==> config.mk <==
export PLATFORM = sky130hd
export DESIGN_NAME = aicc_core
export DESIGN_NICKNAME = d
export VERILOG_FILES = /design/src/shared/aicc_pkg.sv /design/src/logic/aicc_core.sv
export SDC_FILE = /design/constraint.sdc
export NUM_CORES = 1
export LEC_CHECK = 0
export BUFFER_PORTS_ARGS = -buffer_cell sky130_fd_sc_hd__buf_4
export CORE_MARGIN = 2
export CORE_UTILIZATION = 40
export DETAILED_ROUTE_END_ITERATION = 8
export PLACE_DENSITY = 0.68
export SYNTH_ARGS = -nofsm -noshare
export SYNTH_HDL_FRONTEND = slang
export SYNTH_SLANG_ARGS = --single-unit
==> constraint.sdc <==
create_clock -name ref_clk -period 5.2 [get_ports ref_clk]
set_input_delay 1.04 -clock ref_clk [delete_from_list [all_inputs] [get_ports ref_clk]]
set_output_delay 1.04 -clock ref_clk [all_outputs]
set_load 0.01 [all_outputs]
==> src/shared/aicc_pkg.sv <==
/*
 * Constants and types shared by the audio pin, clock and capture logic.
 * Assumes a single 100 MHz system clock.
 */
`default_nettype none
package aicc_pkg;

    // Bit positions of the synchronised pins.
    localparam int SYNC_W = 18;
    localparam int SY_MCLK = 0;
    localparam int SY_DATA = 3;
    localparam int SY_FRAME = 6;
    localparam int SY_BIT = 9;
    localparam int SY_AUX = 12;
    localparam int SY_SPI_IN = 13;
    localparam int SY_SPI_CLK = 14;
    localparam int SY_LATCH = 15;
    localparam int SY_RST_LOW = 16;
    localparam int SY_MUTE = 17;

    // Data path widths.
    localparam int PC_W = 10;
    localparam int SAMPLE_W = 24;
    localparam int CH_TOTAL = 8;
    localparam int TDM_SLOTS = 6;
    localparam int TDM_FIRST = 2;
    localparam int TEST_W = 8;
    localparam int SPI_ADDR_W = 10;
    localparam int VOL_W = 11;

    // Capture pin modes.
    localparam logic [1:0] CAPMODE_OFF = 2'h0;
    localparam logic [1:0] CAPMODE_TDM = 2'h1;

    // Master clock output modes.
    localparam logic [1:0] MCO_OFF = 2'h0;
    localparam logic [1:0] MCO_256 = 2'h1;
    localparam logic [1:0] MCO_512 = 2'h2;
    localparam logic [1:0] MCO_COPY = 2'h3;

    // Serial format code with a one bit delay after the frame edge.
    localparam logic [3:0] FMT_I2S = 4'h0;

    // Counts.
    localparam logic [10:0] INIT_MCLK_LAST = 11'h3FF;
    localparam logic [10:0] ZERO_FRAMES = 11'h400;
    localparam logic [4:0] TDM_SLOT_LAST = 5'h1F;
    localparam logic [3:0] SPI_HDR_LAST = 4'hA;
    localparam logic [7:0] NOISE_TEST_CODE = 8'h07;
    localparam logic [23:0] NOISE_SEED = 24'h000001;
    localparam logic [1:0] NOISE_DIV_512 = 2'h3;
    localparam logic [1:0] NOISE_DIV_256 = 2'h1;

    // Mute ramp timing.
    localparam int CLK_PERIOD_NS = 10;
    localparam int MUTE_RAMP_NS = 10_000_000;
    localparam int VOL_STEPS = 1024;
    localparam int MUTE_STEP_CYC = MUTE_RAMP_NS / CLK_PERIOD_NS / VOL_STEPS;
    localparam logic [9:0] MUTE_STEP_LAST = 10'(MUTE_STEP_CYC - 1);

    // Reset values.
    localparam logic [VOL_W-1:0] VOL_RESET = 11'h000;

    // One serial input group as it travels together.
    typedef struct packed {
        logic data;
        logic frame;
        logic bitclk;
    } aicc_group_s;

endpackage
`default_nettype wire

==> src/logic/aicc_core.sv <==
/*
 * Pin level logic of the audio signal processor: input and clock selection,
 * mirror and TDM capture pins, two channel capture output, master clock out,
 * boot timer, silence flag, noise test pin, SPI readback pin and mute ramp.
 * Assumes ref_clk at 100 MHz, far above every pin clock, and a core
 * that supplies program counter, trap values and data.
 */
// What this block does
// - Mirror pins follow selected group when enabled in mode 00
// - Mode 01 switches dual pins to TDM
// - TDM drives 256fs clock, sync, six channels
// - Six traps load TDM channels on match
// - Left and right traps load capture output
// - Capture output timed by selected input clocks
// - Master clock input chosen from three pins
// - Ratio bit declares 256 or 512 fs
// - Master clock output: off, 256, and a copy in both 512 and copy modes
// - SPI output driven only during reads
// - SPI works with gated or free clock
// - Boot clears state within 1024 master clocks
// - Silence flag after 1024 zero frames
// - Test code 7 routes noise to flag
// - Noise at 128fs, 24 bit sequence
// - Aux input sampled on selected clocks
// - Mute ramps volume down and back up
// - Input group chosen from three groups
// - Format code sets input and capture format
`timescale 1ns/1ns
`default_nettype none
module aicc_core (
    // Clock and reset
    input  wire logic                             ref_clk,
    input  wire logic                             srst,
    // Pins from outside
    input  wire logic                             reset_low,
    input  wire logic                             master_clock_in_first,
    input  wire logic                             master_clock_in_second,
    input  wire logic                             master_clock_in_third,
    input  wire logic [2:0]                       serial_audio_in,
    input  wire logic [2:0]                       frame_clock_in,
    input  wire logic [2:0]                       bit_clock_in,
    input  wire logic                             aux_serial_in,
    input  wire logic                             mute_in,
    // SPI pins
    input  wire logic                             spi_serial_in,
    input  wire logic                             spi_bit_clock,
    input  wire logic                             spi_latch,
    output logic                                  spi_serial_out,
    output logic                                  spi_serial_oe_n,
    // Control settings
    input  wire logic [3:0]                       serial_format,
    input  wire logic [1:0]                       capture_mode,
    input  wire logic                             mirror_enable,
    input  wire logic [1:0]                       input_group_sel,
    input  wire logic [1:0]                       master_clock_sel,
    input  wire logic                             master_clock_ratio_sel,
    input  wire logic [1:0]                       master_clock_out_mode,
    input  wire logic [aicc_pkg::TEST_W-1:0]      test_code,
    input  wire logic [aicc_pkg::VOL_W-1:0]       volume_setting,
    // Processor core side
    input  wire logic [aicc_pkg::PC_W-1:0]        program_counter,
    input  wire logic [aicc_pkg::SAMPLE_W-1:0]    dsp_register,
    input  wire logic [aicc_pkg::PC_W-1:0]        trap_value [aicc_pkg::CH_TOTAL],
    input  wire logic [aicc_pkg::SAMPLE_W-1:0]    spi_read_data,
    output logic [aicc_pkg::SPI_ADDR_W-1:0]       spi_read_addr,
    output logic                                  spi_read_req,
    output logic                                  boot_busy,
    output logic [aicc_pkg::VOL_W-1:0]            volume_gain,
    output logic                                  aux_sample_bit,
    output logic                                  aux_sample_strobe,
    // Output pins
    output logic                                  mirror_data_out,
    output logic                                  mirror_frame_out,
    output logic                                  mirror_bitclk_out,
    output logic                                  capture_serial_out,
    output logic                                  master_clock_out,
    output logic                                  zero_input_flag
);

    function automatic logic pick3(input logic [2:0] v, input logic [1:0] s);
        return (s == 2'h2) ? v[2] : (s == 2'h1) ? v[1] : v[0];
    endfunction

    // Two flip-flop synchronisers for every outside pin.
    logic [aicc_pkg::SYNC_W-1:0] raw;
    logic [aicc_pkg::SYNC_W-1:0] meta_q;
    logic [aicc_pkg::SYNC_W-1:0] sync_q;
    logic [aicc_pkg::SYNC_W-1:0] prev_q;
    assign raw = {mute_in, reset_low, spi_latch, spi_bit_clock, spi_serial_in,
                  aux_serial_in, bit_clock_in, frame_clock_in, serial_audio_in,
                  master_clock_in_third, master_clock_in_second,
                  master_clock_in_first};
    always_ff @(posedge ref_clk) begin
        meta_q <= raw;
        sync_q <= meta_q;
        prev_q <= sync_q;
    end

    // Selected master clock and serial group.
    logic mclk;
    logic mclk_rise;
    aicc_pkg::aicc_group_s grp;
    aicc_pkg::aicc_group_s grp_prev;
    logic frame_edge;
    logic frame_rise;
    logic bit_rise;
    logic bit_fall;
    logic aux;
    assign mclk = pick3(sync_q[aicc_pkg::SY_MCLK+:3], master_clock_sel);
    assign mclk_rise = mclk & ~pick3(prev_q[aicc_pkg::SY_MCLK+:3],
                                      master_clock_sel);
    always_comb begin
        grp.data = pick3(sync_q[aicc_pkg::SY_DATA+:3], input_group_sel);
        grp.frame = pick3(sync_q[aicc_pkg::SY_FRAME+:3], input_group_sel);
        grp.bitclk = pick3(sync_q[aicc_pkg::SY_BIT+:3], input_group_sel);
        grp_prev.data = pick3(prev_q[aicc_pkg::SY_DATA+:3], input_group_sel);
        grp_prev.frame = pick3(prev_q[aicc_pkg::SY_FRAME+:3], input_group_sel);
        grp_prev.bitclk = pick3(prev_q[aicc_pkg::SY_BIT+:3], input_group_sel);
    end
    assign frame_edge = grp.frame ^ grp_prev.frame;
    assign frame_rise = grp.frame & ~grp_prev.frame;
    assign bit_rise = grp.bitclk & ~grp_prev.bitclk;
    assign bit_fall = ~grp.bitclk & grp_prev.bitclk;
    assign aux = sync_q[aicc_pkg::SY_AUX];

    // Boot timer counts selected master clock edges after reset release.
    logic dev_rst;
    logic [10:0] init_cnt_q;
    logic boot_busy_q;
    assign dev_rst = srst | ~sync_q[aicc_pkg::SY_RST_LOW];
    always_ff @(posedge ref_clk) begin
        if (dev_rst) begin
            init_cnt_q <= 11'h000;
            boot_busy_q <= 1'b1;
        end else if (boot_busy_q && mclk_rise) begin
            init_cnt_q <= init_cnt_q + 11'h001;
            if (init_cnt_q == aicc_pkg::INIT_MCLK_LAST) begin
                boot_busy_q <= 1'b0;
            end
        end
    end
    assign boot_busy = boot_busy_q;

    // Trap captures, cleared during boot.
    logic [aicc_pkg::SAMPLE_W-1:0] hold_q [aicc_pkg::CH_TOTAL];
    always_ff @(posedge ref_clk) begin
        for (int i = 0; i < aicc_pkg::CH_TOTAL; i++) begin
            if (boot_busy_q) begin
                hold_q[i] <= '0;
            end else if (program_counter == trap_value[i]) begin
                hold_q[i] <= dsp_register;
            end
        end
    end

    // Two channel capture output in the input port format.
    logic [aicc_pkg::SAMPLE_W-1:0] dcs_sh_q;
    logic [aicc_pkg::SAMPLE_W-1:0] dcs_word;
    logic dcs_q;
    logic fmt_i2s;
    assign fmt_i2s = serial_format == aicc_pkg::FMT_I2S;
    assign dcs_word = (grp.frame ^ fmt_i2s) ? hold_q[0] : hold_q[1];
    always_ff @(posedge ref_clk) begin
        if (dev_rst) begin
            dcs_sh_q <= '0;
            dcs_q <= 1'b0;
        end else if (frame_edge) begin
            if (fmt_i2s) begin
                dcs_sh_q <= dcs_word;
            end else begin
                dcs_q <= dcs_word[aicc_pkg::SAMPLE_W-1];
                dcs_sh_q <= {dcs_word[aicc_pkg::SAMPLE_W-2:0], 1'b0};
            end
        end else if (bit_fall) begin
            dcs_q <= dcs_sh_q[aicc_pkg::SAMPLE_W-1];
            dcs_sh_q <= {dcs_sh_q[aicc_pkg::SAMPLE_W-2:0], 1'b0};
        end
    end
    assign capture_serial_out = dcs_q;

    // Auxiliary input bits handed to the core on the selected bit clock.
    always_ff @(posedge ref_clk) begin
        if (dev_rst) begin
            aux_sample_bit <= 1'b0;
            aux_sample_strobe <= 1'b0;
        end else begin
            aux_sample_strobe <= bit_rise;
            if (bit_rise) begin
                aux_sample_bit <= aux;
            end
        end
    end

    // 256 fs clock: half the master clock at 512 fs, else a copy of it.
    logic tdm_clk_q;
    logic tdm_clk_d;
    logic tdm_fall;
    always_comb begin
        tdm_clk_d = mclk;
        if (!master_clock_ratio_sel) begin
            tdm_clk_d = tdm_clk_q ^ mclk_rise;
        end
    end
    assign tdm_fall = tdm_clk_q & ~tdm_clk_d;
    always_ff @(posedge ref_clk) begin
        if (dev_rst) begin
            tdm_clk_q <= 1'b0;
        end else begin
            tdm_clk_q <= tdm_clk_d;
        end
    end

    // TDM frame of eight 32 bit slots, six of them carrying captures.
    logic [7:0] tdm_cnt_q;
    logic [7:0] tdm_cnt_d;
    logic tdm_resync_q;
    logic [31:0] tdm_sh_q;
    logic [aicc_pkg::SAMPLE_W-1:0] tdm_snap_q [aicc_pkg::TDM_SLOTS];
    logic tdm_data_q;
    logic tdm_fs_q;
    logic [2:0] slot;
    assign tdm_cnt_d = tdm_resync_q ? 8'h00 : tdm_cnt_q + 8'h01;
    assign slot = tdm_cnt_d[7:5];
    always_ff @(posedge ref_clk) begin
        if (dev_rst) begin
            tdm_cnt_q <= 8'hFF;
            tdm_resync_q <= 1'b0;
            tdm_sh_q <= '0;
            tdm_data_q <= 1'b0;
            tdm_fs_q <= 1'b0;
            for (int i = 0; i < aicc_pkg::TDM_SLOTS; i++) begin
                tdm_snap_q[i] <= '0;
            end
        end else begin
            if (frame_rise) begin
                tdm_resync_q <= 1'b1;
            end else if (tdm_fall) begin
                tdm_resync_q <= 1'b0;
            end
            if (tdm_fall) begin
                tdm_cnt_q <= tdm_cnt_d;
                tdm_fs_q <= tdm_cnt_d == 8'h00;
                if (tdm_cnt_d == 8'h00) begin
                    for (int i = 0; i < aicc_pkg::TDM_SLOTS; i++) begin
                        tdm_snap_q[i] <= hold_q[aicc_pkg::TDM_FIRST + i];
                    end
                end
                if (tdm_cnt_d[4:0] == 5'h00) begin
                    if (tdm_cnt_d == 8'h00) begin
                        tdm_data_q <= hold_q[aicc_pkg::TDM_FIRST]
                                            [aicc_pkg::SAMPLE_W-1];
                        tdm_sh_q <= {hold_q[aicc_pkg::TDM_FIRST], 8'h00} << 1;
                    end else if (32'(slot) < aicc_pkg::TDM_SLOTS) begin
                        tdm_data_q <= tdm_snap_q[slot][aicc_pkg::SAMPLE_W-1];
                        tdm_sh_q <= {tdm_snap_q[slot], 8'h00} << 1;
                    end else begin
                        tdm_data_q <= 1'b0;
                        tdm_sh_q <= '0;
                    end
                end else begin
                    tdm_data_q <= tdm_sh_q[31];
                    tdm_sh_q <= {tdm_sh_q[30:0], 1'b0};
                end
            end
        end
    end

    // Dual function pins: TDM, mirror or idle low.
    always_ff @(posedge ref_clk) begin
        if (dev_rst) begin
            mirror_data_out <= 1'b0;
            mirror_frame_out <= 1'b0;
            mirror_bitclk_out <= 1'b0;
        end else if (capture_mode == aicc_pkg::CAPMODE_TDM) begin
            mirror_data_out <= tdm_data_q;
            mirror_frame_out <= tdm_fs_q;
            mirror_bitclk_out <= tdm_clk_q;
        end else if (mirror_enable &&
                     capture_mode == aicc_pkg::CAPMODE_OFF) begin
            mirror_data_out <= grp.data;
            mirror_frame_out <= grp.frame;
            mirror_bitclk_out <= grp.bitclk;
        end else begin
            mirror_data_out <= 1'b0;
            mirror_frame_out <= 1'b0;
            mirror_bitclk_out <= 1'b0;
        end
    end

    // Master clock output.
    always_ff @(posedge ref_clk) begin
        if (dev_rst) begin
            master_clock_out <= 1'b0;
        end else begin
            unique case (master_clock_out_mode)
                aicc_pkg::MCO_OFF: master_clock_out <= 1'b0;
                aicc_pkg::MCO_256: master_clock_out <= tdm_clk_q;
                aicc_pkg::MCO_512: master_clock_out <= mclk;
                aicc_pkg::MCO_COPY: master_clock_out <= mclk;
            endcase
        end
    end

    // Silence detector over main and auxiliary inputs.
    logic [10:0] zero_cnt_q;
    logic nonzero_q;
    always_ff @(posedge ref_clk) begin
        if (dev_rst) begin
            zero_cnt_q <= 11'h000;
            nonzero_q <= 1'b0;
        end else if (frame_rise) begin
            nonzero_q <= 1'b0;
            if (nonzero_q || (bit_rise && (grp.data || aux))) begin
                zero_cnt_q <= 11'h000;
            end else if (zero_cnt_q != aicc_pkg::ZERO_FRAMES) begin
                zero_cnt_q <= zero_cnt_q + 11'h001;
            end
        end else if (bit_rise && (grp.data || aux)) begin
            nonzero_q <= 1'b1;
        end
    end

    // Noise generator stepping at 128 fs.
    logic [1:0] noise_div_q;
    logic [1:0] noise_last;
    logic [23:0] lfsr_q;
    assign noise_last = master_clock_ratio_sel ? aicc_pkg::NOISE_DIV_256
                                               : aicc_pkg::NOISE_DIV_512;
    always_ff @(posedge ref_clk) begin
        if (dev_rst) begin
            noise_div_q <= 2'h0;
            lfsr_q <= aicc_pkg::NOISE_SEED;
        end else if (mclk_rise) begin
            if (noise_div_q >= noise_last) begin
                noise_div_q <= 2'h0;
                lfsr_q <= {lfsr_q[22:0], lfsr_q[23] ^ lfsr_q[22] ^
                           lfsr_q[21] ^ lfsr_q[16]};
            end else begin
                noise_div_q <= noise_div_q + 2'h1;
            end
        end
    end
    always_ff @(posedge ref_clk) begin
        if (dev_rst) begin
            zero_input_flag <= 1'b0;
        end else if (test_code == aicc_pkg::NOISE_TEST_CODE) begin
            zero_input_flag <= lfsr_q[23];
        end else begin
            zero_input_flag <= zero_cnt_q == aicc_pkg::ZERO_FRAMES;
        end
    end

    // SPI readback, framed only by the latch so a gated clock is fine.
    logic spi_act;
    logic spi_rise;
    logic spi_fall;
    logic [3:0] spi_cnt_q;
    logic [aicc_pkg::SPI_ADDR_W-1:0] spi_hdr_q;
    logic spi_rd_q;
    logic [aicc_pkg::SAMPLE_W-1:0] spi_sh_q;
    assign spi_act = ~sync_q[aicc_pkg::SY_LATCH];
    assign spi_rise = sync_q[aicc_pkg::SY_SPI_CLK] &
                      ~prev_q[aicc_pkg::SY_SPI_CLK];
    assign spi_fall = ~sync_q[aicc_pkg::SY_SPI_CLK] &
                      prev_q[aicc_pkg::SY_SPI_CLK];
    always_ff @(posedge ref_clk) begin
        if (dev_rst || !spi_act) begin
            spi_cnt_q <= 4'h0;
            spi_hdr_q <= '0;
            spi_rd_q <= 1'b0;
            spi_sh_q <= '0;
            spi_read_req <= 1'b0;
            spi_serial_out <= 1'b0;
            spi_serial_oe_n <= 1'b1;
            if (dev_rst) begin
                spi_read_addr <= '0;
            end
        end else begin
            spi_read_req <= 1'b0;
            if (spi_rise && spi_cnt_q <= aicc_pkg::SPI_HDR_LAST) begin
                spi_cnt_q <= spi_cnt_q + 4'h1;
                spi_hdr_q <= {spi_hdr_q[aicc_pkg::SPI_ADDR_W-2:0],
                              sync_q[aicc_pkg::SY_SPI_IN]};
                if (spi_cnt_q == aicc_pkg::SPI_HDR_LAST && spi_hdr_q[9]) begin
                    spi_rd_q <= 1'b1;
                    spi_read_req <= 1'b1;
                    spi_read_addr <= {spi_hdr_q[8:0],
                                      sync_q[aicc_pkg::SY_SPI_IN]};
                end
            end
            if (spi_read_req) begin
                spi_sh_q <= spi_read_data;
            end else if (spi_fall && spi_rd_q) begin
                spi_serial_oe_n <= 1'b0;
                spi_serial_out <= spi_sh_q[aicc_pkg::SAMPLE_W-1];
                spi_sh_q <= {spi_sh_q[aicc_pkg::SAMPLE_W-2:0], 1'b0};
            end
        end
    end

    // Mute ramp: one volume step per interval toward zero or the setting.
    logic [9:0] step_cnt_q;
    logic [aicc_pkg::VOL_W-1:0] vol_q;
    logic [aicc_pkg::VOL_W-1:0] vol_target;
    assign vol_target = sync_q[aicc_pkg::SY_MUTE] ? '0 : volume_setting;
    always_ff @(posedge ref_clk) begin
        if (dev_rst) begin
            step_cnt_q <= 10'h000;
            vol_q <= aicc_pkg::VOL_RESET;
        end else if (step_cnt_q == aicc_pkg::MUTE_STEP_LAST) begin
            step_cnt_q <= 10'h000;
            if (vol_q > vol_target) begin
                vol_q <= vol_q - 11'h001;
            end else if (vol_q < vol_target) begin
                vol_q <= vol_q + 11'h001;
            end
        end else begin
            step_cnt_q <= step_cnt_q + 10'h001;
        end
    end
    assign volume_gain = vol_q;

endmodule
`default_nettype wire

=== Word-level counts from Yosys, hierarchy flattened ===
Memory sizes are Yosys's and may differ from the RTL's.
Index checks and enable logic that the tools add are counted.
Widths: inputs -> output; s select.

* Bits in registers: 250
* RAM bits: 336
* Bits of input ports: 191
* Output and inout bits: 33
* Word-level logic and storage cells: 243
* Memories: 2

* Add/subtract/negate cells: 8
* $lt $le $gt $ge: 5
* Equal/unequal tests: 24
* Multiplexer cells: 99
* Bitwise operators: 38
* Reduce and logical (&&, ||, !) cells: 33

{| class="wikitable"
|+ Memories
! memory !! depth !! bits a word !! rd ports !! clocked after memory_dff !! wr ports !! line !! RTL
|-
| hold_q || 8 || 24 || 8 || 0 || 8 || aicc_core.sv:145 || <nowiki>logic [aicc_pkg::SAMPLE_W-1:0] hold_q [aicc_pkg::CH_TOTAL];</nowiki>
|-
| tdm_snap_q || 6 || 24 || 1 || 0 || 6 || aicc_core.sv:218 || <nowiki>logic [aicc_pkg::SAMPLE_W-1:0] tdm_snap_q [aicc_pkg::TDM_SLOTS];</nowiki>
|}

{| class="wikitable"
|+ Operators with widths
! cell !! count
|-
| $mux 24 || 20
|-
| $mux 32 || 3
|-
| $eq 10x10->1 || 8
|-
| $mux 1 || 63
|-
| $mux 11 || 5
|-
| $mux 10 || 4
|-
| $add 11x1->11 const B || 3
|-
| $or 1x1->1 || 15
|-
| $reduce_and 2->1 || 7
|-
| $reduce_bool 2->1 || 7
|-
| $eq 11x10->1 const B || 1
|-
| $eq 11x11->1 const B || 1
|-
| $gt 11x11->1 || 1
|-
| $lt 11x11->1 || 1
|-
| $ne 11x11->1 const B || 1
|-
| $sub 11x1->11 const B || 1
|-
| $add 10x1->10 const B || 1
|-
| $eq 10x10->1 const B || 1
|-
| $not 1->1 || 10
|-
| $add 8x1->8 const B || 1
|-
| $eq 2x1->1 const B || 4
|-
| $eq 2x2->1 const B || 4
|-
| $eq 8x3->1 const B || 1
|-
| $logic_not 8->1 || 1
|-
| other kinds (19) || 43
|}

=== Logic depth before layout (Yosys ltp) ===
Gate-level depths: netlist of run 1.

* Depth in word-level cells: 13
* Gate-level depth with buffers: 15
* Gate-level depth less buffers: 14

=== Worst setup path after synthesis of run 1 ===
No wires, ideal clock.

* Kind: input to register
* From: input port master_clock_sel[0]
* To: memory tdm_snap_q[1][0] (netlist bit), enable pin
* Arrival time: 4.852 ns
* Data required time: 4.717 ns
* Path slack: -0.135 ns
* Stages on the path: 7
* Path buffers: 1
* Path through: buf_4 > mux2i_1 > mux2i_4 > nor3b_2 > o21ai_2 > or3_1 > nand2_1

{| class="wikitable"
|+ RTL lines
! element !! line !! RTL
|-
| start, declared || aicc_core.sv:55 || <nowiki>input wire logic [1:0] master_clock_sel,</nowiki>
|-
| end, declared || aicc_core.sv:218 ||
|}

=== Worst setup path after layout of run 1 ===
* From: input port volume_setting[4] (netlist bit)
* To: register vol_q, in the netlist volume_gain[10]

* Word-level cells in the longest chain between the ends: 4

{| class="wikitable"
|+ Ends and longest elaborated chain
! element !! line !! RTL
|-
| start, declared || aicc_core.sv:59 || <nowiki>input wire logic [aicc_pkg::VOL_W-1:0] volume_setting,</nowiki>
|-
| $mux 11 (*) || aicc_core.sv:405 || <nowiki>assign vol_target = sync_q[aicc_pkg::SY_MUTE] ? '0 : volume_setting;</nowiki>
|-
| $gt 11x11->1 / $lt 11x11->1 (equally long branches) || aicc_core.sv:412, aicc_core.sv:414 ||
|-
| $reduce_bool 2->1 (no source line) || -- ||
|-
| $reduce_and 2->1 (no source line) || -- ||
|-
| end signal, assigned || aicc_core.sv:409 || <nowiki>vol_q <= aicc_pkg::VOL_RESET;</nowiki>
|-
| end signal, assigned || aicc_core.sv:413 || <nowiki>vol_q <= vol_q - 11'h001;</nowiki>
|-
| end signal, assigned || aicc_core.sv:415 || <nowiki>vol_q <= vol_q + 11'h001;</nowiki>
|-
| end, declared || aicc_core.sv:403 || <nowiki>logic [aicc_pkg::VOL_W-1:0] vol_q;</nowiki>
|}

Every way passes the cells marked *; elsewhere a longest branch is shown, timed or not.
A chain may end at the register's enable or synchronous reset.

==> results.py, run 1 <==
metrics = {
    "status": {
        "run_status": "finished clean",
    },
    "timing": {
        "max_slew_margin_pct": 14.8,
        "slew_violations": 0,
        "finalHoldViolCount": 0,
        "clock_skew_ns": 0.0304,
        "max_freq_mhz": 251,
        "setup_viol": 0,
        "rsz0062_at_grt": "no",
        "period_share_pct": 76.5,
        "setup_tns_ns": 0,
        "fin_crit_ns": 3.98,
        "worstMarginPinSlew_ns": 1.28,
    },
    "routing": {
        "drt_first_pass_iters": 6,
        "viasPerCell": 5.18,
        "drtIter0Drc": 1030,
        "ant_nets": 0,
        "routed_wl_um": 54100,
        "wl_per_cell_um": 17.6,
        "drt_drc_violations_left": 0,
        "via_count": 15900,
    },
    "synthesis": {
        "ys_warn_count": 0,
        "synth_nets": 2281,
        "postSynthCellCount": 2060,
        "async_flop_share_pct": 0,
        "ys.flop_type": "edfxtp_1",
        "ys_ff_latch": 548,
        "seq_area_frac_synth_pct": 58.1,
        "synth_area_um2": 24400,
        "avgSynthCellArea_um2": 11.9,
        "synth.distinct_cells": 73,
        "synth-edff-count": 322,
    },
    "global_route": {
        "overflow": 0,
        "antenna_found_initial": 1,
        "grt_pass1_vias": 16100,
        "grt_max_degree": 121,
        "grt_pass1_wl_um": 85700,
        "grt_use_total_pct": 17.0,
    },
    "layout": {
        "finalNetCount": 2468,
        "fin_cells": 3077,
        "drive_gt1_share_pct": 20.4,
        "areaGrowthSynthToFinish_pct": 17.8,
        "diodes": 0,
        "nFillCells": 5375,
        "mostFrequentLayoutCell": "and2_1",
        "final_cell_mix": "and2_1 (329), edfxtp_1 (322), buf_4 (250)",
    },
    "clock_network": {
        "clk_latency_ns": 0.63,
        "cts.sinks": 548,
        "cts_tree": "done",
        "clkTransAtPathRegs_ns": 0.06,
        "cts_inserted_buffers": 56,
        "cts_hold_buffers": 0,
        "cts_resized": 0,
        "clock_path_buffers": 3,
        "post-cts-setup-buffer-count": 0,
        "htree_levels": 2,
        "root_buffer": "clkbuf_16",
    },
    "pwr": {
        "p_int_mw": 7.34,
        "vdd_ir_drop_max_mv": 0.277,
        "power_density_nw_per_um2": 327,
        "p_clk_share_pct": 44.0,
        "power_frac_comb_pct": 6.5,
        "total_leakage_power_nw": 11.5,
        "p_seq_share_pct": 49.5,
        "switchingPower_mw": 2.07,
        "sw_frac_of_total_pct": 22.0,
    },
    "floorplanning": {
        "ios": 224,
        "die_x_um": 251,
        "rows": 90,
        "start_util_pct": 40.5,
        "die_h_um": 251,
        "die_area_um2": 63000,
        "coreArea_um2": 60400,
    },
    "setup_path": {
        "startpoint_type": "input port",
        "crit_required_ns": 5.74,
        "end_kind": "flip-flop",
        "worstPathArrival_ns": 4.51,
        "critPathMaxFanout": 10,
        "critPathKind": "in2reg",
    },
    "worst_hold_path": {
        "worstHoldPathType": "reg2reg",
    },
    "job": {
        "cap_violations": 0,
    },
    "placed_design": {
        "post-dp-hpwl_um": 34400,
        "dp.cells": 2971,
        "portBuffers": 223,
        "gp_congestion": 0.814,
    },
}
-- power groups by stage --
stage / logic [mW] / registers, mW / clock network (mW)
global route: 0.662 / 4.66 / 4.40
floorplan: 0.356 / 4.74 / 0
finish: 0.608 / 4.66 / 4.14
global placement: 0.601 / 4.75 / 0
detailed placement: 0.614 / 4.75 / 0
CTS: 0.615 / 4.66 / 4.23
-- sequential cells by signal, indices dropped and copies added (netlist names), 2 cells and up --
name and count:
dcs_sh_q 24, hold_q 192, init_cnt_q 11, lfsr_q 24, meta_q 18, noise_div_q 2
prev_q 10, spi_cnt_q 4, spi_hdr_q 10, spi_read_addr 10, spi_sh_q 24, step_cnt_q 10
sync_q 18, tdm_cnt_q 8, tdm_sh_q 23, tdm_snap_q 120, volume_gain 11, zero_cnt_q 11
-- per-layer routing --
layer	up-vias	routed length [um]	global-route usage, %	share of wire, %
met5	-	12	0	0.022
met2	437	27400	30.5	51
met4	2	1240	5.37	2.3
met3	85	2750	2.74	5.1
li1	7694	-	-	-
met1	7726	22700	21.0	42
-- synth_stat cells, types with 3 or more instances --
master / number / area share (%)
o211ai_1: 9 / 0.28
nand2_1: 113 / 1.7
buf_1: 5 / 0.077
inv_1: 22 / 0.34
clkbuf_1: 86 / 1.3
ha_1: 29 / 1.5
o22ai_1: 6 / 0.15
nor4_1: 18 / 0.46
dfxtp_1: 226 / 19
a221oi_1: 22 / 0.79
nand2b_1: 50 / 1.3
edfxtp_1: 322 / 40
and3_1: 11 / 0.28
and2_1: 329 / 8.4
nand3b_1: 3 / 0.092
mux4_2: 23 / 2.1
nand3_1: 26 / 0.53
mux2i_1: 89 / 3.6
o21ai_0: 32 / 0.66
xor2_1: 77 / 2.8
buf_2: 15 / 0.31
or3_1: 8 / 0.20
nor2b_1: 9 / 0.23
o21a_1: 11 / 0.34
buf_4: 15 / 0.46
a21o_1: 6 / 0.18
xnor2_1: 40 / 1.4
o31ai_1: 3 / 0.092
nor3_1: 16 / 0.33
a211oi_1: 25 / 0.77
a21oi_1: 93 / 1.9
o311ai_0: 4 / 0.14
mux2_2: 80 / 3.7
nand4_1: 15 / 0.38
a222oi_1: 18 / 0.74
nor2_1: 157 / 2.4
and4_1: 4 / 0.14
-- path summary, 6_finish.rpt --
check,end,cells past startpoint,slack (ns),startpoint
worst max-delay path,volume_gain[10],15,1.22,volume_setting[4]
worst min-delay path,sync_q[11],0,0.33,meta_q[11]
worst max register to register,volume_gain[10],14,1.23,sync_q[17]
worst min register to register,sync_q[11],0,0.33,meta_q[11]
-- layout make-up --
class	instances	area [um2]	area share (%)
Timing Repair Buffer	251	1900	6.60
Clock buffer	70	1490	5.19
Clock inverter	36	428	1.49
Inverter	22	82.6	0.287
Tap cell	782	978	3.40
Multi-Input combinational cell	1368	9690	33.7
Sequential cell	548	14200	49.3
-- worst max-delay path, stage by stage --
cell and delay [ns]:
buf_4 0.08, nand2b_1 0.05, ha_1 0.29, nand4_1 0.14, a21oi_1 0.19, o21ba_2 0.19
nor2_1 0.04, nor2_1 0.59, ha_1 0.44, a2111oi_0 0.46, o211ai_1 0.18, a211oi_1 0.29
o22ai_1 0.13, a21oi_1 0.20, mux2i_1 0.20
-- per-stage QoR --
stage	hold WS (ns)	cell area [um2]	power (mW)	worst slack (ns)	utilization (%)
2_1_floorplan	0.310	24400	5.10	1.00	-
3_3_place_gp	0.313	26800	5.35	0.804	44.5
3_5_place_dp	0.312	26800	5.36	0.701	44.5
4_1_cts	0.326	28800	9.51	1.32	47.7
5_1_grt	0.329	28800	9.72	0.938	47.7
6_report	0.325	28800	9.41	1.22	47.7
-- cells by family (layout without fill, tap and decap cells) --
group,Yosys count,after routing,synth area share (%)
adder cells (fa/ha/maj),30,30,1.57
XOR/XNOR,117,117,4.20
multiplexers,194,194,9.60
AO/OA/AOI/OAI,252,252,6.87
AND/OR/NAND/NOR,775,775,17.1
buffers and inverters,144,379,2.53
flip-flops,548,548,58.1
(Power assumes the default switching activity.)
==> run 2, diff against run 1 <==
Clock period 5.2 ns to 3.3 ns, I/O delays scaled along.
==> run 2 against run 1 <==
Compared with the run above:
- flip-flop and latch count stayed put
- clock-buffer cell count is 9 higher
- highest routed layer unchanged
- sequential share of layout area is 1.6 points lower
- design area is 3.3% higher
- register-to-register slack worse by 1.2 ns
- critical path type is now reg2reg
==> results.py, run 2 (synthesis gave the netlist of run 1 again) <==
metrics = {
    "pwr": {
        "p_int_mw": 11.8,
        "vdd_ir_drop_max_mv": 0.505,
        "sw_frac_of_total_pct": 22.3,
        "power_density_nw_per_um2": 509,
        "switchingPower_mw": 3.37,
        "p_seq_share_pct": 48.5,
        "power_frac_comb_pct": 6.8,
        "p_clk_share_pct": 44.7,
        "total_leakage_power_nw": 12.0,
    },
    "floorplanning": {
        "coreArea_um2": 60400,
        "ios": 224,
        "start_util_pct": 40.5,
        "rows": 90,
        "die_area_um2": 63000,
        "die_x_um": 251,
        "die_h_um": 251,
    },
    "layout": {
        "final_cell_mix": "and2_1 (329), edfxtp_1 (322), buf_4 (304)",
        "regMostFlops": "hold_q",
        "fin_cells": 3142,
        "areaGrowthSynthToFinish_pct": 21.7,
        "mostFrequentLayoutCell": "and2_1",
        "finalInstanceArea_um2": 29700,
        "drive_gt1_share_pct": 24.5,
        "seq_area_um2": 14200,
        "finalNetCount": 2533,
        "largest_reg_flops": 192,
        "reg_top3": "hold_q: 192 flops, tdm_snap_q: 120 flops",
        "diodes": 0,
        "multi_input_area_um2": 9960,
        "nFillCells": 5248,
    },
    "status": {
        "run_status": "finished clean",
    },
    "setup_path": {
        "critPathKind": "reg2reg",
        "critPathMaxFanout": 7,
        "worstPathArrival_ns": 3.83,
        "end_kind": "flip-flop",
        "startpoint_type": "flip-flop",
        "crit_required_ns": 3.84,
        "r2r_setup_slack_ns": 0.005,
    },
    "placed_design": {
        "portBuffers": 223,
        "dpl_cell_area_um2": 27300,
        "post-dp-hpwl_um": 35000,
        "gp_congestion": 0.826,
        "dp.cells": 3026,
    },
    "global_route": {
        "grt_max_degree": 121,
        "grt_use_total_pct": 17.1,
        "grt_pass1_wl_um": 86300,
        "antenna_found_initial": 1,
        "overflow": 0,
        "grt_pass1_vias": 16400,
    },
    "clock_network": {
        "clk_latency_ns": 0.65,
        "clock_path_buffers": 3,
        "cts.sinks": 548,
        "root_buffer": "clkbuf_16",
        "cts_tree": "done",
        "cts_inserted_buffers": 57,
        "htree_levels": 2,
        "clkTransAtPathRegs_ns": 0.06,
        "cts_hold_buffers": 0,
    },
    "routing": {
        "drt_drc_violations_left": 0,
        "routed_wl_um": 54700,
        "viasPerCell": 5.14,
        "drt_first_pass_iters": 7,
        "drtIter0Drc": 1003,
        "ant_nets": 0,
        "via_count": 16100,
        "wl_per_cell_um": 17.4,
    },
    "timing": {
        "worstMarginPinSlew_ns": 0.906,
        "rsz0062_at_grt": "yes",
        "period_share_pct": 99.8,
        "clock_skew_ns": 0.0491,
        "max_slew_margin_pct": 39.5,
        "fin_crit_ns": 3.29,
        "finalHoldViolCount": 0,
        "slew_violations": 0,
        "max_freq_mhz": 304,
        "setup_viol": 0,
    },
    "job": {
        "cap_violations": 0,
    },
    "worst_hold_path": {
        "worstHoldPathType": "in2reg",
    },
}
==> run 2: cell count changes in the layout (fill, tap and decap cells not counted), sizes merged <==
cell / before / now
inv: 23 / 24
clkbuf: 70 / 79
buf: 251 / 315
clkinvlp: 1 / 2
clkinv: 26 / 19
bufinv: 8 / 5
==> run 2: what timing repair did <==
| item | 4_1_cts | 5_1_grt |
|---|---|---|
| resized for setup | 12 | 37 |
| setup endpoints to repair | 1 | 4 |
| pin swaps | 8 | 19 |
| setup buffers | 4 | 5 |
| gates cloned | 0 | 0 |
==> run 2: path summary, 6_finish.rpt <==
check	depth (start not counted)	to	start
max	15	volume_gain[10]	sync_q[17]
min	1	meta_q[15]	spi_latch
max reg2reg	15	volume_gain[10]	sync_q[17]
min reg2reg	0	sync_q[8]	meta_q[8]
==> run 2: power groups by stage <==
stage	logic [mW]	clock network [mW]	registers, mW
global route	1.11	7.21	7.34
global placement	0.985	0	7.48
floorplan	0.564	0	7.47
CTS	1.02	6.93	7.33
detailed placement	1.01	0	7.48
finish	1.03	6.77	7.33
==> run 2: critical path, stage by stage (launching register included) <==
cell and delay (ns):
dfxtp_4 0.36, buf_6 0.13, nand2b_4 0.14, ha_4 0.26, nand3b_1 0.09, a21oi_2 0.18, o21ba_4 0.18, nor2_4 0.04
nor2_4 0.22, fa_2 0.29, a21oi_4 0.08, o211ai_1 0.28, a211oi_2 0.15, or4_4 0.50, a21oi_2 0.15, mux2i_1 0.18
==> run 2: layout make-up <==
| cell class | instances | share of cell area [%] |
|---|---|---|
| sequential | 548 | 47.8 |
| multi-input combinational | 1368 | 33.5 |
| timing repair buffer | 315 | 8.24 |
| clock buffer | 79 | 5.69 |
| tap | 782 | 3.29 |
| clock inverter | 28 | 1.21 |
| inverter | 22 | 0.278 |
==> run 2: per-layer routing <==
layer / global-route usage, % / up-vias / part of all wire [%]
li1: - / 7832 / -
met1: 21.1 / 7820 / 42
met2: 30.4 / 401 / 51
met3: 2.89 / 93 / 4.6
met4: 5.58 / 2 / 2.8
met5: 0 / - / 0.024
==> run 2: through the flow <==
step | power [mW] | setup TNS [ns] | setup slack, ns | util, % | hold slack [ns]
after floorplan | 8.03 | 0 | 0.00407 | - | 0.310
after global placement | 8.46 | -0.658 | -0.275 | 45.3 | 0.311
after detailed placement | 8.49 | -1.12 | -0.385 | 45.3 | 0.314
after CTS | 15.3 | 0 | 0.000576 | 48.8 | 0.115
after global routing | 15.7 | -0.419 | -0.183 | 49.2 | 0.119
final | 15.1 | 0 | 0.00546 | 49.2 | 0.152
==> run 3, diff against run 2 <==
Settings changed: ABC_AREA set to 1, PLACE_DENSITY 0.68 to 0.67.
==> run 3 against run 2 <==
Compared with the run above:
- core utilization decreased by 1.5 points
- design area is 0.70% higher
- sequential share of layout area shrank 0.34 points
- non-clock buffer count shrank 27
- maximum frequency increased by 4.4%
- via count up 19%
- register-to-register slack improved by 0.14 ns
- die area grew 3.2%
- clock power shrank 6.8%
- sequential power grew 0.5%
- combinational power grew 38%
- largest cell class unchanged
- final cell count up 27%
==> results.py, run 3 <==
metrics = {
    "synthesis": {
        "synth.distinct_cells": 47,
        "synth-edff-count": 322,
        "netlist.area_leader.share_pct": 38.4,
        "yosysMostFrequentCell": "nand2_1",
        "ys_ff_latch": 548,
        "async_flop_share_pct": 0,
        "ys_top_cells_by_count": "nand2_1 (631), inv_1 (400), nor2_1 (368)",
        "postSynthCellCount": 2875,
        "synth_top_cell_by_area": "edfxtp_1",
        "synth_area_leaders": "edfxtp_1 (38%), dfxtp_1 (18%), nand2_1 (9.4%), inv_1 (6.0%), nor2_1 (5.5%)",
        "ys.flop_type": "edfxtp_1",
        "ys_warn_count": 0,
        "avgSynthCellArea_um2": 8.77,
        "seq_area_frac_synth_pct": 56.3,
        "synth_nets": 3096,
        "synth_area_um2": 25200,
    },
    "layout": {
        "finalInstanceArea_um2": 29900,
        "diodes": 0,
        "nFillCells": 5842,
        "largest_reg_flops": 192,
        "final_cell_mix": "nand2_1 (629), inv_1 (398), nor2_1 (367)",
        "reg_top3": "hold_q: 192 flops, tdm_snap_q: 120 flops",
        "areaGrowthSynthToFinish_pct": 18.7,
        "fin_util_pct": 47.7,
        "regMostFlops": "hold_q",
        "finalNetCount": 3308,
        "mostFrequentLayoutCell": "nand2_1",
        "drive_gt1_share_pct": 15.7,
    },
    "setup_path": {
        "r2r_setup_slack_ns": 0.14,
        "critPathKind": "reg2reg",
        "critPathMaxFanout": 5,
        "cp_common_cell": "nand2_1",
        "crit_required_ns": 3.81,
        "critPathSlowestCell": "ha_4",
        "endpoint": "volume_gain[10]",
        "end_kind": "flip-flop",
        "worstPathArrival_ns": 3.66,
        "reg2reg_from": "sync_q[17]",
        "crit_family": "simple AND/OR/NAND/NOR gates",
        "r2r_cells": 18,
        "crit_cells": 18,
        "cp_slowest_stage_delay_ns": 0.39,
        "critPathBufInv": 3,
        "startpoint_type": "flip-flop",
        "crit_start": "sync_q[17]",
        "regToRegEndpoint": "volume_gain[10]",
        "crit_chain": "clkinvlp_4, nand2_1, ha_1, nand2_1, nor3_1, and2_1, inv_1, nand2_2, clkinvlp_4, ha_4, nand2_1, nor2_1, nand3_1, nand3_1, xor2_1, nand3_1, nand2_1, nor2_1",
    },
    "clock_network": {
        "clkTransAtPathRegs_ns": 0.06,
        "clk_latency_ns": 0.61,
        "cts_inserted_buffers": 58,
        "clock_path_buffers": 3,
        "cts.sinks": 548,
        "root_buffer": "clkbuf_16",
        "htree_levels": 2,
        "cts_tree": "done",
        "cts_hold_buffers": 0,
    },
    "routing": {
        "drt_first_pass_iters": 5,
        "routed_wl_um": 59200,
        "ant_nets": 0,
        "drt_drc_violations_left": 0,
        "drtIter0Drc": 1365,
        "wl_per_cell_um": 14.9,
        "viasPerCell": 4.84,
        "via_count": 19300,
    },
    "global_route": {
        "grt_use_total_pct": 18.0,
        "grt_pass1_vias": 18000,
        "overflow": 0,
        "grt_pass1_wl_um": 93600,
        "busiest_layer": "met2",
        "met2_usage_pct": 30.5,
        "grt_max_degree": 75,
        "grt_use_met1_pct": 23.1,
        "met3_usage_pct": 3.40,
        "antenna_found_initial": 2,
    },
    "timing": {
        "setup_tns_ns": 0,
        "worstMarginPinSlew_ns": 0.916,
        "fin_crit_ns": 3.16,
        "max_slew_margin_pct": 38.9,
        "clock_skew_ns": 0.0235,
        "finalHoldViolCount": 0,
        "slew_violations": 0,
        "setup_viol": 0,
        "max_freq_mhz": 317,
        "period_share_pct": 95.7,
    },
    "pwr": {
        "power_density_nw_per_um2": 505,
        "p_seq_share_pct": 48.8,
        "power_frac_comb_pct": 9.4,
        "vdd_ir_drop_max_mv": 0.381,
        "switchingPower_mw": 3.64,
        "p_clk_share_pct": 41.8,
        "total_leakage_power_nw": 12.4,
        "p_int_mw": 11.5,
        "sw_frac_of_total_pct": 24.1,
    },
    "floorplanning": {
        "start_util_pct": 40.2,
        "die_area_um2": 65100,
        "die_h_um": 255,
        "rows": 92,
        "coreArea_um2": 62700,
        "die_x_um": 255,
        "ios": 224,
    },
    "placed_design": {
        "dpl_cell_area_um2": 27900,
        "post-dp-hpwl_um": 38300,
        "gp_congestion": 0.851,
        "portBuffers": 223,
    },
    "worst_hold_path": {
        "worstHoldPathType": "in2reg",
    },
    "status": {
        "run_status": "finished clean",
    },
    "job": {
        "cap_violations": 0,
    },
}
run 3: cell types whose count changed in the layout (fill, tap and decap cells not counted), moves of 32 or more:
cell      before  now
nand2_1      111  629
or2_2          2   34
xor2_1        77   20
a21oi_1       86  146
nand4_1       15   90
nor2_4         3   52
inv_1         22  398
mux2i_1       88    0
and2_1       329    1
nor2_1       154  367
mux2_2        80    0
nand2b_1      42    0
nand3_1       26  205
run 3: power by group through the flow:
stage	Sequential (mW)	Combinational [mW]	Clock [mW]
3_5_place_dp	7.52	1.42	0
4_1_cts	7.37	1.43	6.43
3_3_place_gp	7.51	1.40	0
5_1_grt	7.38	1.59	6.68
6_report	7.37	1.42	6.31
2_1_floorplan	7.51	0.870	0
run 3: kinds of logic (layout without fill, tap and decap cells):
logic type	after synthesis	after routing	synth area share, %
adder cells (fa/ha/maj)	30	30	1.52
buffers and inverters	544	804	8.66
AO/OA/AOI/OAI	256	256	5.56
AND/OR/NAND/NOR	1428	1428	25.5
flip-flops	548	548	56.3
XOR/XNOR	69	69	2.46
run 3: worst min-delay path by stage:
stage                           from          to  slack (ns)  depth (start not counted)
2_1_floorplan              meta_q[0]   sync_q[0]        0.31                          0
3_3_place_gp               meta_q[0]   sync_q[0]        0.31                          0
3_5_place_dp               meta_q[4]   sync_q[4]        0.31                          0
4_1_cts        master_clock_in_first   meta_q[0]        0.11                          1
5_1_grt                    reset_low  meta_q[16]        0.12                          1
6_report       master_clock_in_first   meta_q[0]        0.15                          1
run 3: timing repair:
| item | CTS | global route |
|---|---|---|
| endpoints found under the setup margin | 0 | 6 |
| endpoints found under the hold margin | 0 | 0 |
| resized for setup | 0 | 19 |
| buffers inserted | 0 | 1 |
run 3: worst register-to-register path: stages, from the launching register on:
cell and delay, ns:
dfxtp_2 0.36, clkinvlp_4 0.14, nand2_1 0.07, ha_1 0.30, nand2_1 0.09, nor3_1 0.20, and2_1 0.19, inv_1 0.07
nand2_2 0.13, clkinvlp_4 0.27, ha_4 0.39, nand2_1 0.08, nor2_1 0.17, nand3_1 0.11, nand3_1 0.11, xor2_1 0.18
nand3_1 0.09, nand2_1 0.06, nor2_1 0.04
run 3: per-layer routing:
layer / vias to the layer above / share of wire (%)
met1: 8837 / 43
met3: 101 / 6.8
li1: 9714 / -
met2: 599 / 48
met5: - / 0.020
met4: 2 / 2.7
run 3: layout make-up:
class                           count  area, um2  share of cell area (%)
Clock inverter                     35        275                   0.920
Timing Repair Buffer              288       2300                    7.68
Timing Repair inverter              2       15.0                  0.0502
Sequential cell                   548      14200                    47.4
Clock buffer                       73       1590                    5.31
Tap cell                          846       1060                    3.54
Multi-Input combinational cell   1783       8970                    30.0
Inverter                          406       1530                    5.12
run 3: through the flow:
| stage | hold slack [ns] | instances | setup WS [ns] | total power, mW |
|---|---|---|---|---|
| after floorplan | 0.310 | 2875 | 0.00535 | 8.38 |
| after global placement | 0.310 | 3870 | 0.0935 | 8.92 |
| after detailed placement | 0.312 | 3870 | 0.0429 | 8.93 |
| after CTS | 0.111 | 3978 | 0.234 | 15.2 |
| after global routing | 0.120 | 3981 | -0.0668 | 15.6 |
| final | 0.149 | 3981 | 0.143 | 15.1 |
